[src/rtl/cond_reset_regs.vh]
`ifndef COND_RESET_REGS_VH
`define COND_RESET_REGS_VH
// register byte offsets
`define OFS_FEATURE_ENABLE 12'h000
`define OFS_FEATURE_INDEX 12'h004
`define OFS_RESET_OPTIONS 12'h008
`define OFS_EDGES_PER_RESET 12'h00C
`define OFS_TARGET_CHANNEL 12'h010
`define OFS_CURRENT_COUNT 12'h014
`define OFS_PIN_STATUS 12'h018
// field positions
`define OPT_RISING_BIT 0
`define OPT_SINGLE_BIT 2
// feature select code for this function
`define IDX_COND_RESET 32'h0000_000C
// reset values
`define RST_WORD 32'h0000_0000
// timing: service time and clock period
`define SERVICE_NS 14000
`define CLK_NS 20
`define SERVICE_CYCLES (`SERVICE_NS / `CLK_NS)
`endif

[src/rtl/edge_count_conditional_reset.v]
// The AHB-Lite slave port and the address map were chosen for this implementation.
`timescale 1ns/10ps
`include "cond_reset_regs.vh"
// Functional notes
// RULE_01 - after the set number of counted edges, reset the target feature
// RULE_02 - feature index code 12 selects conditional reset
// RULE_03 - enable register: 0 turns off, 1 turns on
// RULE_04 - option bit 0: 1 counts rising, 0 counts falling edges
// RULE_05 - option bit 2 set: reset only once; clear: every n edges
// RULE_06 - software writes zero to bit 1 and other unused option bits
// RULE_07 - edges_per_reset holds edge count needed per reset event
// RULE_08 - target_channel holds channel whose count is cleared
// RULE_09 - reset event sets the target's accumulated count to zero
// RULE_10 - current_count register returns the running edge count
// RULE_11 - no run-time updates; settings latched at enable
// RULE_12 - software disables feature before configuring, then re-enables
// RULE_13 - works without any clock-source timer
// RULE_14 - far side keeps aggregate edge rate within limits
// RULE_15 - edges of both polarities are serviced
// RULE_16 - edge sets pending flag; service completion clears it
// RULE_17 - service lasts up to 14 us, not preempted by another edge
// RULE_18 - edge arriving while pending or in service is lost
// RULE_19 - in repeated mode, count restarts from zero after each reset
module edge_count_conditional_reset (
  input wire hclk, // system clock, 50 MHz
  input wire hresetn, // async reset, active low
  input wire hsel, // slave select
  input wire [31:0] haddr, // byte address
  input wire [1:0] htrans, // transfer type
  input wire hwrite, // write strobe
  input wire [2:0] hsize, // transfer size
  input wire [31:0] hwdata, // write data
  input wire hready, // bus ready in
  output wire hreadyout, // slave ready
  output wire hresp, // always okay
  output reg [31:0] hrdata, // read data
  input wire pin_in, // watched digital input
  output reg target_clear, // one-cycle clear pulse to target feature
  output reg [31:0] target_sel // channel of the cleared feature
);

  // software-visible registers
  reg feature_enable_r;
  reg [31:0] feature_index_r;
  reg [31:0] reset_options_r;
  reg [31:0] edges_per_reset_r;
  reg [31:0] target_channel_r;
  reg [31:0] current_count_r;
  // active copies, taken when the feature is enabled
  reg act_rising_r;
  reg act_single_r;
  reg [31:0] act_edges_r;
  reg [31:0] act_target_r;
  reg single_done_r;

  // pin synchroniser and settled level
  reg sync1_r, sync2_r, sync3_r, pin_state_r;
  reg pin_valid_r;
  reg [2:0] warm_r;

  // pending flag and service routine timer
  reg pending_r;
  reg pending_level_r;
  reg busy_r;
  reg [9:0] svc_cnt_r;
  reg svc_level_r;

  // bus data phase
  reg wr_pend_r;
  reg [11:0] wr_addr_r;

  localparam integer SVC_LAST_I = `SERVICE_CYCLES - 1;
  localparam [9:0] SVC_LAST = SVC_LAST_I[9:0];

  wire active = feature_enable_r && (feature_index_r == `IDX_COND_RESET); // [RULE_02] [RULE_03]
  wire addr_ph = hsel && hready && htrans[1];
  wire stable_chg = pin_valid_r && (sync2_r == sync3_r) && (sync3_r != pin_state_r);
  wire [31:0] count_inc = current_count_r + 32'h0000_0001;
  wire [31:0] goal = (act_edges_r == 32'h0000_0000) ? 32'h0000_0001 : act_edges_r;

  assign hreadyout = 1'b1;
  assign hresp = 1'b0;

  // three-stage input synchroniser on the watched pin
  always @(posedge hclk or negedge hresetn) begin
    if (!hresetn) begin
      sync1_r <= 1'b0;
      sync2_r <= 1'b0;
      sync3_r <= 1'b0;
    end else begin
      sync1_r <= pin_in;
      sync2_r <= sync1_r;
      sync3_r <= sync2_r;
    end
  end

  // settled level; first real sample is taken silently, so no false edge after reset
  always @(posedge hclk or negedge hresetn) begin
    if (!hresetn) begin
      warm_r <= 3'h0;
      pin_state_r <= 1'b0;
      pin_valid_r <= 1'b0;
    end else begin
      warm_r <= {warm_r[1:0], 1'b1};
      if (warm_r[2] && (sync2_r == sync3_r)) begin
        pin_state_r <= sync3_r;
        pin_valid_r <= 1'b1;
      end
    end
  end

  // edge of either polarity accepted only when idle; later ones are lost
  wire take_edge = active && stable_chg && !pending_r && !busy_r; // [RULE_15] [RULE_18]
  // service starts the cycle after the flag rises
  wire svc_start = active && pending_r && !busy_r;
  // last cycle of the service routine
  wire svc_done = active && busy_r && (svc_cnt_r == SVC_LAST);

  // pending flag: set by an accepted edge, cleared when service completes
  always @(posedge hclk or negedge hresetn) begin
    if (!hresetn) begin
      pending_r <= 1'b0;
    end else if (!active) begin
      pending_r <= 1'b0;
    end else if (take_edge) begin
      pending_r <= 1'b1; // [RULE_16]
    end else if (svc_done) begin
      pending_r <= 1'b0; // [RULE_16]
    end
  end

  // pin level that raised the flag
  always @(posedge hclk or negedge hresetn) begin
    if (!hresetn) begin
      pending_level_r <= 1'b0;
    end else if (take_edge) begin
      pending_level_r <= sync3_r;
    end
  end

  // service routine runs to completion unless the feature is switched off; no other edge can start one
  always @(posedge hclk or negedge hresetn) begin
    if (!hresetn) begin
      busy_r <= 1'b0;
    end else if (!active) begin
      busy_r <= 1'b0;
    end else if (svc_start) begin
      busy_r <= 1'b1; // [RULE_17]
    end else if (svc_done) begin
      busy_r <= 1'b0; // [RULE_17]
    end
  end

  // service timer counts the cycles of one routine
  always @(posedge hclk or negedge hresetn) begin
    if (!hresetn) begin
      svc_cnt_r <= 10'h000;
    end else if (!active || svc_start) begin
      svc_cnt_r <= 10'h000;
    end else if (busy_r && !svc_done) begin
      svc_cnt_r <= svc_cnt_r + 10'h001;
    end
  end

  // level being serviced, held against the selected polarity at the end
  always @(posedge hclk or negedge hresetn) begin
    if (!hresetn) begin
      svc_level_r <= 1'b0;
    end else if (svc_start) begin
      svc_level_r <= pending_level_r;
    end
  end

  wire counted = svc_done && (svc_level_r == act_rising_r) && !single_done_r; // [RULE_04]

  // reset event: the counted edge that completes a group of n edges
  wire reaching = counted && (count_inc >= goal); // [RULE_01] [RULE_07]
  // one strobe per register, decoded from the latched data-phase address
  reg wr_enable;
  reg wr_index;
  reg wr_options;
  reg wr_edges;
  reg wr_target;

  // address phase is remembered so the write lands in the data phase
  always @(posedge hclk or negedge hresetn) begin
    if (!hresetn) begin
      wr_pend_r <= 1'b0;
      wr_addr_r <= 12'h000;
    end else begin
      wr_pend_r <= addr_ph && hwrite;
      if (addr_ph) begin
        wr_addr_r <= haddr[11:0];
      end
    end
  end

  // write address decode; unmapped and read-only offsets get no strobe
  always @* begin
    wr_enable = 1'b0;
    wr_index = 1'b0;
    wr_options = 1'b0;
    wr_edges = 1'b0;
    wr_target = 1'b0;
    if (!wr_pend_r) begin
      wr_enable = 1'b0;
    end else if (wr_addr_r == `OFS_FEATURE_ENABLE) begin
      wr_enable = 1'b1;
    end else if (wr_addr_r == `OFS_FEATURE_INDEX) begin
      wr_index = 1'b1;
    end else if (wr_addr_r == `OFS_RESET_OPTIONS) begin
      wr_options = 1'b1;
    end else if (wr_addr_r == `OFS_EDGES_PER_RESET) begin
      wr_edges = 1'b1;
    end else if (wr_addr_r == `OFS_TARGET_CHANNEL) begin
      wr_target = 1'b1;
    end
  end

  // enable written from off to on: the only moment settings are taken
  wire arm = wr_enable && hwdata[0] && !feature_enable_r; // [RULE_11]

  // feature enable bit
  always @(posedge hclk or negedge hresetn) begin
    if (!hresetn) begin
      feature_enable_r <= 1'b0;
    end else if (wr_enable) begin
      feature_enable_r <= hwdata[0]; // [RULE_03]
    end
  end

  // feature select code; only the conditional reset code activates the block
  always @(posedge hclk or negedge hresetn) begin
    if (!hresetn) begin
      feature_index_r <= `RST_WORD;
    end else if (wr_index) begin
      feature_index_r <= hwdata; // [RULE_02]
    end
  end

  // option bits are stored whole; unused bits read back as written
  always @(posedge hclk or negedge hresetn) begin
    if (!hresetn) begin
      reset_options_r <= `RST_WORD;
    end else if (wr_options) begin
      reset_options_r <= hwdata;
    end
  end

  // edges needed per reset event
  always @(posedge hclk or negedge hresetn) begin
    if (!hresetn) begin
      edges_per_reset_r <= `RST_WORD;
    end else if (wr_edges) begin
      edges_per_reset_r <= hwdata;
    end
  end

  // channel number of the feature to be cleared
  always @(posedge hclk or negedge hresetn) begin
    if (!hresetn) begin
      target_channel_r <= `RST_WORD;
    end else if (wr_target) begin
      target_channel_r <= hwdata;
    end
  end

  // active copies of the settings; no timer is needed to run from them
  always @(posedge hclk or negedge hresetn) begin
    if (!hresetn) begin
      act_rising_r <= 1'b0;
      act_single_r <= 1'b0;
      act_edges_r <= `RST_WORD;
      act_target_r <= `RST_WORD;
    end else if (arm) begin
      act_rising_r <= reset_options_r[`OPT_RISING_BIT]; // [RULE_04]
      act_single_r <= reset_options_r[`OPT_SINGLE_BIT]; // [RULE_05]
      act_edges_r <= edges_per_reset_r; // [RULE_07]
      act_target_r <= target_channel_r; // [RULE_08] [RULE_13]
    end
  end

  // single-reset mode stops after its first reset until the next switch-on
  always @(posedge hclk or negedge hresetn) begin
    if (!hresetn) begin
      single_done_r <= 1'b0;
    end else if (arm) begin
      single_done_r <= 1'b0;
    end else if (reaching && act_single_r) begin
      single_done_r <= 1'b1; // [RULE_05]
    end
  end

  // running edge count; restarts at switch-on and after each repeated reset
  always @(posedge hclk or negedge hresetn) begin
    if (!hresetn) begin
      current_count_r <= `RST_WORD;
    end else if (arm) begin
      current_count_r <= `RST_WORD;
    end else if (reaching && !act_single_r) begin
      current_count_r <= `RST_WORD; // [RULE_19]
    end else if (counted) begin
      current_count_r <= count_inc; // [RULE_10]
    end
  end

  // clear pulse lasts one cycle; the channel number holds after it
  always @(posedge hclk or negedge hresetn) begin
    if (!hresetn) begin
      target_clear <= 1'b0;
      target_sel <= `RST_WORD;
    end else begin
      target_clear <= reaching; // [RULE_01] [RULE_09]
      if (reaching) begin
        target_sel <= act_target_r; // [RULE_08]
      end
    end
  end

  reg [31:0] hrdata_nxt;
  // read mux, one word per offset; unmapped offsets read zero
  always @* begin
    hrdata_nxt = `RST_WORD;
    if (haddr[11:0] == `OFS_FEATURE_ENABLE) begin
      hrdata_nxt = {31'h0000_0000, feature_enable_r};
    end else if (haddr[11:0] == `OFS_FEATURE_INDEX) begin
      hrdata_nxt = feature_index_r;
    end else if (haddr[11:0] == `OFS_RESET_OPTIONS) begin
      hrdata_nxt = reset_options_r;
    end else if (haddr[11:0] == `OFS_EDGES_PER_RESET) begin
      hrdata_nxt = edges_per_reset_r;
    end else if (haddr[11:0] == `OFS_TARGET_CHANNEL) begin
      hrdata_nxt = target_channel_r;
    end else if (haddr[11:0] == `OFS_CURRENT_COUNT) begin
      hrdata_nxt = current_count_r; // [RULE_10]
    end else if (haddr[11:0] == `OFS_PIN_STATUS) begin
      hrdata_nxt = {28'h000_0000, single_done_r, busy_r, pending_r, pin_state_r};
    end else begin
      hrdata_nxt = `RST_WORD;
    end
  end

  // read data registered in address phase, valid through the data phase
  always @(posedge hclk or negedge hresetn) begin
    if (!hresetn) begin
      hrdata <= `RST_WORD;
    end else if (addr_ph && !hwrite) begin
      hrdata <= hrdata_nxt; // [RULE_10]
    end
  end

endmodule

[config.mk]
export PLATFORM = sky130hd
export DESIGN_NAME = edge_count_conditional_reset
export DESIGN_NICKNAME = d
export VERILOG_FILES = /design/src/rtl/edge_count_conditional_reset.v
export VERILOG_INCLUDE_DIRS = /design/src /design/src/rtl
export SDC_FILE = /design/constraint.sdc
export NUM_CORES = 1
export LEC_CHECK = 0
export BUFFER_PORTS_ARGS = -buffer_cell sky130_fd_sc_hd__buf_2
export CAP_MARGIN = 20
export CORE_MARGIN = 2
export CORE_UTILIZATION = 45
export CTS_CLUSTER_SIZE = 28
export DETAILED_ROUTE_END_ITERATION = 8
export PLACE_DENSITY_LB_ADDON = 0.05
export SETUP_SLACK_MARGIN = 0.02
export SYNTH_ARGS = -nofsm -noshare
export SYNTH_HDL_FRONTEND = slang
export SYNTH_SLANG_ARGS = --single-unit
[constraint.sdc]
create_clock -name hclk -period 10.3 [get_ports hclk]
set_clock_uncertainty 0.2 [all_clocks]
set_input_delay 0.515 -clock hclk [delete_from_list [all_inputs] [get_ports hclk]]
set_output_delay 0.515 -clock hclk [all_outputs]
set_load 0.05 [all_outputs]
==> flow_metrics.env, run 1 <==
export IMPL_run_status="finished, final reports clean"
export IMPL_avgSynthCellArea_sq_um=11.2
export IMPL_required_ps=10500
export IMPL_power_static_leakage_nw=8.17
export IMPL_gpl_congestion=0.831
export IMPL_timing_setup_tns_ps=0
export IMPL_synth_enable_flop_cells=0
export IMPL_num_io_pins=142
export IMPL_finish_net_count=1552
export IMPL_power_density_nw_per_um2=167
export IMPL_synthesis_instances=1342
export IMPL_synth_sequential_area_ratio_pct=54.6
export IMPL_timing_final_max_slew_violations=0
export IMPL_diodes=0
export IMPL_detailedRoute_firstIterationViolations=751
export IMPL_wirelength_um=39600
export IMPL_die_width_um=187
export IMPL_netlist_area_sq_um=15000
export IMPL_die_area_sq_um=34900
export IMPL_post_synth_num_cell_types=69
export IMPL_grt_start_max_net_pins=123
export IMPL_cts_root_to_sink_buffers=3
export IMPL_postRouteAntennaNets=0
export IMPL_clock_insertion_delay_worst_skew_ps=530
export IMPL_post_dp_cell_area_sq_um=16000
export IMPL_first_pass_detailed_route_iteration_total=5
export IMPL_ir_drop_mv=0.103
export IMPL_cts_setup_buffers=0
export IMPL_dominantRegCellSynth="dfrtp_1"
export IMPL_detailedPlacementHpwl_um=26000
export IMPL_grt_setup_unrepaired="no"
export IMPL_min_period_over_period_pct=54.9
export IMPL_core_region_area_sq_um=32700
export IMPL_slew_limit_headroom_pct=27.5
export IMPL_grt_first_pass_wirelength_um=63400
export IMPL_post_synth_xor_area_fraction_pct=1.81
export IMPL_cts_htree_levels=2
export IMPL_global_route_usage_total_pct=23.2
export IMPL_start_util_pct=46.0
export IMPL_cts_buffers_inserted=37
export IMPL_r2r_worst_path_cells=13
export IMPL_finish_instance_area_sq_um=17200
export IMPL_clock_tree_from_tritoncts="yes"
export IMPL_netlist_top_cells_area="dfrtp_1 (55%), mux2_2 (11%), nand2_1 (5.3%), mux2_4 (2.9%), ha_1 (2.8%)"
export IMPL_post_synth_top_area_fraction_pct=54.6
export IMPL_port_buffers=115
export IMPL_timing_critical_path_to_type="register"
export IMPL_flow_area_growth_from_synthesis_pct=14.4
export IMPL_synthArstFlopShare_pct=100
export IMPL_wire_per_inst_um=20.7
export IMPL_finalHoldViolCount=0
export IMPL_critPathMaxFanout=18
export IMPL_number_of_register_bits_inferred_by_synthesis=328
export IMPL_muxShareOfSynthArea_pct=13.9
export IMPL_worst_setup_path_type="reg -> reg"
export IMPL_max_freq_ghz=0.177
export IMPL_ys_warnings_count=0
export IMPL_layout_drive_gt1_share_pct=26.4
export IMPL_grt_antenna_before_repair=0
export IMPL_synth_area_leader_cell="dfrtp_1"
export IMPL_final_min_clock_period_ps=5660
export IMPL_synth_adder_area_share_pct=2.83
export IMPL_core_rowCount=66
export IMPL_worst_pin_slew_ps=1080
export IMPL_worst_hold_path_type="in -> reg"
export IMPL_hold_path_depth=2
export IMPL_worst_ep_arrival_time_ps=5850
export IMPL_avgViaCountPerCell=5.56
export IMPL_synth_compound_gate_area_share_pct=10.8
export IMPL_grt_overflow_total=0
export IMPL_maxCapViolCount=0
export IMPL_start_kind="register"
export IMPL_first_global_vias=10815
export IMPL_dr_total_vias=10616
export IMPL_drcViolationCount=0
export IMPL_clock_tree_sinks=328
export IMPL_largest_family_of_logic_cells_by_synthesized_area="multiplexers"
export IMPL_simple_gate_portion_of_the_synthesized_area_pct=12.8
export IMPL_root_buffer="clkbuf_16"
export IMPL_clk_transition_reported_paths_ps=60
export IMPL_setup_viol_count_final=0
export IMPL_die_height_um=187
[what timing repair did]
item,4_1_cts,5_1_grt
hold buffers,2,0
gates resized for setup,0,0
setup endpoints to repair,0,0
endpoints found under the hold margin,121,0
[through the flow]
step | std cells | setup WS (ps) | hold WS [ps] | utilization [%] | total power [mW]
6_report | 1909 | 4640 | 44.8 | 52.6 | 2.88
5_1_grt | 1909 | 4310 | 32.1 | 52.6 | 3.00
4_1_cts | 1909 | 4600 | 26.8 | 52.6 | 2.92
3_5_place_dp | 1844 | 4610 | 137 | 48.9 | 1.63
3_3_place_gp | 1843 | 4700 | 132 | 48.9 | 1.62
2_1_floorplan | 1343 | 5880 | 19.4 | - | 1.53
[cells in the final DEF (no fill, tap or decap), types with 12 or more instances in the layout]
| cell type | count |
|---|---|
| a21oi_1 | 36 |
| a222oi_1 | 12 |
| a22o_1 | 22 |
| a22oi_1 | 24 |
| a31oi_1 | 27 |
| buf_2 | 114 |
| buf_4 | 16 |
| clkbuf_16 | 39 |
| dfrtp_1 | 328 |
| ha_1 | 34 |
| inv_1 | 39 |
| mux2_2 | 144 |
| mux2_4 | 29 |
| nand2_1 | 212 |
| nand3_1 | 33 |
| nand4_1 | 12 |
| nor2_1 | 60 |
| nor4_1 | 21 |
| o21ai_0 | 74 |
| xnor2_1 | 17 |
| xor2_1 | 14 |
[path summary, 6_finish.rpt]
check	startpoint	end	slack (ps)
min in group asynchronous	hresetn	hrdata[10]$_DFFE_PN0P_	430
max	current_count_r[11]$_DFFE_PN0P_	target_sel[20]$_DFFE_PN0P_	4640
min reg2reg	warm_r[1]$_DFF_PN0_	warm_r[2]$_DFF_PN0_	150
max reg2reg	current_count_r[11]$_DFFE_PN0P_	target_sel[20]$_DFFE_PN0P_	4640
max in group asynchronous	hresetn	target_channel_r[0]$_DFFE_PN0P_	7090
min	haddr[6]	wr_addr_r[6]$_DFFE_PN0P_	40
[area by class of cell]
class                           count  area, sq um
Timing Repair Buffer              134          741
Multi-Input combinational cell    902         6370
Inverter                           40          150
Fill cell                        3001        15500
Clock buffer                       53         1090
Clock inverter                     10         81.3
Tap cell                          442          553
Sequential cell                   328         8210
[cell usage after synthesis, drive strengths merged, types with 5 or more instances]
master and n:
a31oi 27, buf 11, a21o 11, xnor2 17, a222oi 12, o21a 6
nand4 12, or2 7, a22o 22, nor3 9, a21oi 36, inv 39
dfrtp 328, a22oi 24, clkbuf 62, a221oi 5, nand2 212, nand3 33
xor2 14, and2 7, nor2 63, and3 13, mux2 173, nand2b 5
nor4 24, ha 34, o21ai 74
[where the power goes]
group          internal (mW)  total (mW)  switching, mW
sequential              1.35        1.39         0.0419
combinational         0.0657       0.214          0.148
clock                  0.758        1.28          0.519
total                   2.17        2.88          0.709
[worst max-delay path, cell delays in order, from the launching register on]
cell	delay, ps
dfrtp_1	530
nand3_1	210
or4_1	670
or4_1	540
and2_1	190
or2_2	300
ha_1	310
a211oi_1	250
o21bai_1	110
a2111oi_0	470
o211a_1	280
o22a_2	600
buf_4	520
mux2_4	340
[metal layers]
| layer | wire length, um | GRT usage, % | share of wire [%] | vias to the layer above |
|---|---|---|---|---|
| met2 | 17600 | 35.7 | 44 | 236 |
| met1 | 19000 | 33.8 | 48 | 5351 |
| met4 | 1080 | 6.99 | 2.7 | 0 |
| li1 | - | - | - | 4965 |
| met3 | 2000 | 4.01 | 5.0 | 64 |
| met5 | 0 | 0 | 0 | - |
[kinds of logic (layout without fill, tap and decap cells)]
logic type | count (synthesis) | in the layout
other | 2 | 3
DFF | 328 | 328
AOI/OAI and AO/OA | 244 | 244
and+or+nand+nor | 414 | 414
muxes | 176 | 176
xor gates and xnor gates | 31 | 31
adders and majority gates | 34 | 34
buffers and inverters | 113 | 237
Power figures use the tool's default switching activity.
==> run 2, diff against run 1 <==
- ABC_AREA: not set -> 1
- clock period: 10.3 -> 5.7 ns (I/O delays scaled with it)
==> flow_metrics.env, run 2 <==
export IMPL_global_route_usage_total_pct=25.7
export IMPL_run_status="finished, final reports clean"
export IMPL_clk_transition_reported_paths_ps=60
export IMPL_drcViolationCount=0
export IMPL_r2r_worst_path_cells=19
export IMPL_dominantRegCellSynth="dfrtp_1"
export IMPL_cts_resized=0
export IMPL_whs_endpoint="feature_enable_r$_DFFE_PN0P_"
export IMPL_cts_buffers_inserted=38
export IMPL_grt_first_pass_wirelength_um=72300
export IMPL_hold_path_depth=3
export IMPL_dr_total_vias=13482
export IMPL_number_of_register_bits_inferred_by_synthesis=328
export IMPL_avgViaCountPerCell=5.22
export IMPL_critical_path_max_stage_delay_ps=560
export IMPL_ff2ff_setup_slack_ps=1530
export IMPL_setup_viol_count_final=0
export IMPL_postRouteAntennaNets=0
export IMPL_detailedRoute_firstIterationViolations=1175
export IMPL_min_period_over_period_pct=73.1
export IMPL_core_region_area_sq_um=34500
export IMPL_cpMostUsedCell="nand2_1"
export IMPL_timing_critical_path_buf_inv=5
export IMPL_timing_setup_tns_ps=0
export IMPL_synth_enable_flop_cells=0
export IMPL_final_min_clock_period_ps=4170
export IMPL_final_hold_worst_slack_ps=33.7
export IMPL_min_delay_start="hwdata[0]"
export IMPL_grt_start_max_net_pins=156
export IMPL_gpl_congestion=0.892
export IMPL_worst_ep_arrival_time_ps=4370
export IMPL_start_kind="register"
export IMPL_clock_insertion_delay_worst_skew_ps=520
export IMPL_worst_pin_slew_ps=990
export IMPL_timing_critical_path_to_type="register"
export IMPL_post_synth_num_cell_types=33
export IMPL_power_density_nw_per_um2=286
export IMPL_finish_instance_area_sq_um=18400
export IMPL_diodes=0
export IMPL_post_synth_top_area_fraction_pct=52.2
export IMPL_detailedPlacementHpwl_um=32300
export IMPL_crit_slowest_cell="dfrtp_1"
export IMPL_wire_per_inst_um=17.6
export IMPL_finish_net_count=2208
export IMPL_netlist_top_cells_area="dfrtp_1 (52%), nand2_1 (16%), o21ai_0 (5.5%), nand3_1 (4.8%), inv_1 (4.5%)"
export IMPL_cts_setup_buffers=0
export IMPL_post_dp_cell_area_sq_um=16600
export IMPL_die_width_um=191
export IMPL_wirelength_um=45500
export IMPL_required_ps=5900
export IMPL_timing_final_max_slew_violations=0
export IMPL_layout_common_cells="nand2_1 (663), dfrtp_1 (328), inv_1 (189)"
export IMPL_cts_htree_levels=2
export IMPL_max_freq_ghz=0.240
export IMPL_avgSynthCellArea_sq_um=7.98
export IMPL_core_rowCount=68
export IMPL_grt_setup_unrepaired="no"
export IMPL_netlist_area_sq_um=15700
export IMPL_die_area_sq_um=36400
export IMPL_worst_setup_path_type="reg -> reg"
export IMPL_first_pass_detailed_route_iteration_total=5
export IMPL_clock_tree_sinks=328
export IMPL_finalHoldViolCount=0
export IMPL_clock_tree_from_tritoncts="yes"
export IMPL_synthArstFlopShare_pct=100
export IMPL_first_global_vias=12744
export IMPL_layout_drive_gt1_share_pct=9.88
export IMPL_ys_warnings_count=0
export IMPL_synthesis_instances=1969
export IMPL_critical_path_cell_chain="ha_1 > inv_1 > nor3_2 > inv_1 > nor2_1 > xnor2_1 > inv_1 > ha_1 > nand2_1 > nor3_1 > nand2_1 > nand2_1 > nand2_1 > nand3_1 > buf_4 > nand2_1 > buf_4 > nand3_1 > nand2_1"
export IMPL_synth_top_cells_by_count="nand2_1 (665), dfrtp_1 (328), inv_1 (189)"
export IMPL_slew_limit_headroom_pct=33.9
export IMPL_ir_drop_mv=0.180
export IMPL_timing_rr_start="current_count_r[0]$_DFFE_PN0P_"
export IMPL_cts_root_to_sink_buffers=3
export IMPL_port_buffers=115
export IMPL_num_io_pins=142
export IMPL_start_util_pct=45.6
export IMPL_root_buffer="clkbuf_16"
export IMPL_die_height_um=191
export IMPL_synth_area_leader_cell="dfrtp_1"
export IMPL_critPathMaxFanout=34
export IMPL_worst_hold_path_type="in -> reg"
export IMPL_power_static_leakage_nw=10.3
export IMPL_critical_path_top_delay_family="simple AND/OR/NAND/NOR gates"
export IMPL_maxCapViolCount=0
export IMPL_grt_overflow_total=0
export IMPL_grt_antenna_before_repair=0
export IMPL_post_synth_top_count_cell="nand2_1"
export IMPL_timing_rr_end="current_count_r[17]$_DFFE_PN0P_"
export IMPL_final_common_cell="nand2_1"
export IMPL_flow_area_growth_from_synthesis_pct=17.1
export IMPL_synth_sequential_area_ratio_pct=52.2
-- run 2: how the worst max path moves through the flow --
stage | slack, ps | end | depth (start not counted) | start
finish | 1530 | current_count_r[17]$_DFFE_PN0P_ | 19 | current_count_r[0]$_DFFE_PN0P_
global route | 1230 | current_count_r[18]$_DFFE_PN0P_ | 20 | current_count_r[0]$_DFFE_PN0P_
CTS | 1510 | target_sel[14]$_DFFE_PN0P_ | 18 | current_count_r[0]$_DFFE_PN0P_
detailed placement | 1530 | target_sel[14]$_DFFE_PN0P_ | 18 | current_count_r[0]$_DFFE_PN0P_
global placement | 1560 | target_sel[19]$_DFFE_PN0P_ | 18 | current_count_r[0]$_DFFE_PN0P_
floorplan | 2680 | current_count_r[10]$_DFFE_PN0P_ | 17 | current_count_r[0]$_DFFE_PN0P_
-- run 2: report_power, final --
part	total (mW)	internal (mW)	switching (mW)	leakage [nW]
Combinational	0.346	0.116	0.230	6.05
Clock	2.47	1.51	0.954	0.632
Sequential	2.45	2.40	0.0536	3.63
-- run 2: final cells by class --
type	count	area [sq um]
tap	455	569
clock inverter	8	90.1
multi-input combinational	1356	6380
fill	3352	16100
clock buffer	59	1180
sequential	328	8210
inverter	197	739
timing repair buffer	178	1240
-- run 2: worst min-delay path, stage by stage --
cell	delay [ps]
buf_2	80
inv_1	150
o21ai_0	190
-- run 2: routing by layer --
metal  share of wire (%)  GRT usage [%]  vias up
li1                    -              -     6580
met1                  49           39.7     6493
met2                  43           37.8      350
met3                 6.0           3.67       59
met4                 2.3           6.05        0
met5                   0              0        -
-- run 2: what timing repair did --
| item | in CTS | in global routing |
|---|---|---|
| setup endpoints to repair | 0 | 0 |
| hold buffers | 46 | 0 |
| endpoints found under the hold margin | 249 | 0 |
-- run 2: kinds of logic (layout without fill, tap and decap cells) --
kind of cell	Yosys count	in the layout	share of synthesized area, %
simple gates	990	990	25.9
flops	328	328	52.2
compound gates	296	296	9.86
buf+inv	286	442	7.40
fa+ha+maj	34	34	2.71
xor+xnor	31	31	1.73
other cells	2	3	0.0478
mux	2	2	0.143
-- run 2: through the flow --
stage	power [mW]	utilization, %	std cells	worst slack [ps]
after floorplan	2.66	-	1970	2680
after global placement	2.81	48.2	2465	1560
after detailed placement	2.81	48.2	2465	1530
after CTS	5.32	53.2	2578	1510
after global routing	5.48	53.4	2581	1230
final	5.26	53.4	2581	1530
==> run 3, diff against run 2 <==
- clock period: 5.7 -> 3.3 ns (I/O delays scaled with it)
==> flow_metrics.env, run 3 (synthesized netlist as in run 2, its figures left out) <==
export IMPL_layout_common_cells="nand2_1 (632), dfrtp_1 (327), inv_1 (186)"
export IMPL_ir_drop_mv=0.336
export IMPL_power_static_leakage_nw=10.9
export IMPL_pwr_share_comb_pct=7.9
export IMPL_die_height_um=191
export IMPL_dr_total_vias=13946
export IMPL_max_freq_ghz=0.303
export IMPL_gpl_congestion=0.901
export IMPL_die_width_um=191
export IMPL_worst_pin_slew_ps=1000
export IMPL_fillers=3260
export IMPL_grt_setup_unrepaired="yes"
export IMPL_grt_overflow_total=0
export IMPL_grt_antenna_before_repair=0
export IMPL_global_route_usage_total_pct=26.5
export IMPL_critPathMaxFanout=16
export IMPL_failed_checks="negative setup slack"
export IMPL_p_int_mw=6.95
export IMPL_final_min_clock_period_ps=3300
export IMPL_use_met1_pct=39.7
export IMPL_power_frac_seq_pct=45.9
export IMPL_flow_area_growth_from_synthesis_pct=25.2
export IMPL_clock_insertion_delay_worst_skew_ps=540
export IMPL_clock_tree_sinks=328
export IMPL_start_util_pct=45.6
export IMPL_start_kind="register"
export IMPL_port_buffers=115
export IMPL_core_region_area_sq_um=34500
export IMPL_num_io_pins=142
export IMPL_net_switching_power_mw=2.25
export IMPL_run_status="finished with violations"
export IMPL_worst_ep_arrival_time_ps=3500
export IMPL_grtUsageMet3_pct=5.47
export IMPL_final_common_cell="nand2_1"
export IMPL_finalHoldViolCount=0
export IMPL_swShare_pct=24.5
export IMPL_first_global_vias=13194
export IMPL_cts_buffers_inserted=37
export IMPL_die_area_sq_um=36400
export IMPL_layout_drive_gt1_share_pct=17.4
export IMPL_finish_instance_area_sq_um=19700
export IMPL_power_density_nw_per_um2=468
export IMPL_avgViaCountPerCell=5.18
export IMPL_wirelength_um=47700
export IMPL_timing_final_max_slew_violations=0
export IMPL_pwr_share_clk_pct=46.2
export IMPL_cts_root_to_sink_buffers=3
export IMPL_timing_critical_path_to_type="register"
export IMPL_postRouteAntennaNets=0
export IMPL_finish_net_count=2315
export IMPL_setup_slack_ps=-2.24
export IMPL_global_route_peak_usage_layer="met2"
export IMPL_slew_limit_headroom_pct=33.1
export IMPL_worst_setup_path_type="reg -> reg"
export IMPL_core_rowCount=68
export IMPL_required_ps=3500
export IMPL_first_pass_detailed_route_iteration_total=5
export IMPL_seq_area_sq_um=8210
export IMPL_worst_hold_path_type="in -> async"
export IMPL_met2_track_utilization_from_global_routing_pct=39.9
export IMPL_root_buffer="clkbuf_16"
export IMPL_post_dp_cell_area_sq_um=17300
export IMPL_detailedRoute_firstIterationViolations=1089
export IMPL_drcViolationCount=0
export IMPL_wire_per_inst_um=17.7
export IMPL_multiInputGateArea_sq_um=6730
export IMPL_setup_viol_count_final=1
export IMPL_maxCapViolCount=0
export IMPL_min_period_over_period_pct=100
export IMPL_power_total_mw=9.21
export IMPL_grt_first_pass_wirelength_um=74600
export IMPL_clk_transition_reported_paths_ps=60
export IMPL_clock_tree_from_tritoncts="yes"
export IMPL_cts_htree_levels=2
export IMPL_numPlacedInstances=2551
export IMPL_grt_start_max_net_pins=91
export IMPL_final_instance_count_excl_fillers=2690
export IMPL_detailedPlacementHpwl_um=33400
==> run 3: cell types whose count changed in the layout (fill, tap and decap cells not counted), sizes merged <==
cell / before / now
clkinv: 8 / 13
diode: 0 / 2
inv: 195 / 197
dlygate4sd3: 46 / 58
buf: 132 / 225
bufinv: 2 / 4
clkbuf: 59 / 51
clkinvlp: 0 / 1
==> run 3: power groups by stage <==
| stage | Sequential [mW] | Clock, mW | Combinational, mW |
|---|---|---|---|
| 4_1_cts | 4.23 | 4.32 | 0.681 |
| 3_3_place_gp | 4.29 | 0 | 0.592 |
| 6_report | 4.23 | 4.25 | 0.726 |
| 5_1_grt | 4.24 | 4.50 | 0.821 |
| 2_1_floorplan | 4.28 | 0 | 0.311 |
| 3_5_place_dp | 4.30 | 0 | 0.604 |
==> run 3: area by class of cell <==
class	instances	share of cell area (%)
sequential	328	41.7
multi-input combinational	1356	34.2
timing repair buffer	286	11.0
clock buffer	48	5.22
inverter	197	3.76
tap	455	2.89
clock inverter	18	1.13
antenna	2	0.0254
==> run 3: layer usage <==
layer  routed length, um  share of wire [%]  up-vias
met1               22700                 48     6728
met4                 834                1.7        0
met3                3270                6.9       60
li1                    -                  -     6796
met5                   0                  0        -
met2               20900                 44      362
==> run 3: timing repair <==
item / 4_1_cts / 5_1_grt
gates resized for setup: 8 / 89
hold buffers: 58 / 0
pin swaps: 0 / 16
gates cloned: 0 / 3
endpoints found under the hold margin: 224 / 0
setup buffers: 0 / 10
endpoints found under the setup margin: 66 / 66
==> run 3: critical path: stages, from the launching register on <==
cell,delay (ps)
dfrtp_1,410
ha_2,220
inv_2,60
nor3_4,240
inv_2,90
nor3_2,200
xor2_1,270
ha_1,200
nand2_1,80
nor2_2,130
nand4_1,190
nor2_4,150
nand4_1,140
nand3_4,180
nand2_4,90
clkbuf_16,200
nand3_1,80
nand2_1,60
==> run 3: metrics by stage <==
stage	hold slack [ps]	util (%)	setup WS (ps)	TNS [ps]
after global routing	63.5	57.1	-158	-8800
final	9.47	57.1	-2.24	-2.24
after CTS	15.4	55.7	34.5	0
after global placement	10.2	50.3	-111	-5910
after detailed placement	15.4	50.3	-167	-9030
after floorplan	-331	-	276	0
==> run 3: worst paths after layout <==
kind | to | cells after the start | start | slack, ps
setup / recovery | current_count_r[10]$_DFFE_PN0P_ | 17 | current_count_r[1]$_DFFE_PN0P_ | -2
min in group hclk | wr_addr_r[1]$_DFFE_PN0P_ | 4 | hready | 30
setup reg to reg | current_count_r[10]$_DFFE_PN0P_ | 17 | current_count_r[1]$_DFFE_PN0P_ | -2
max in group asynchronous | target_channel_r[23]$_DFFE_PN0P_ | 3 | hresetn | 1950
hold reg to reg | warm_r[1]$_DFF_PN0_ | 0 | warm_r[0]$_DFF_PN0_ | 150
hold / removal | svc_cnt_r[7]$_DFFE_PN0P_ | 2 | hresetn | 9
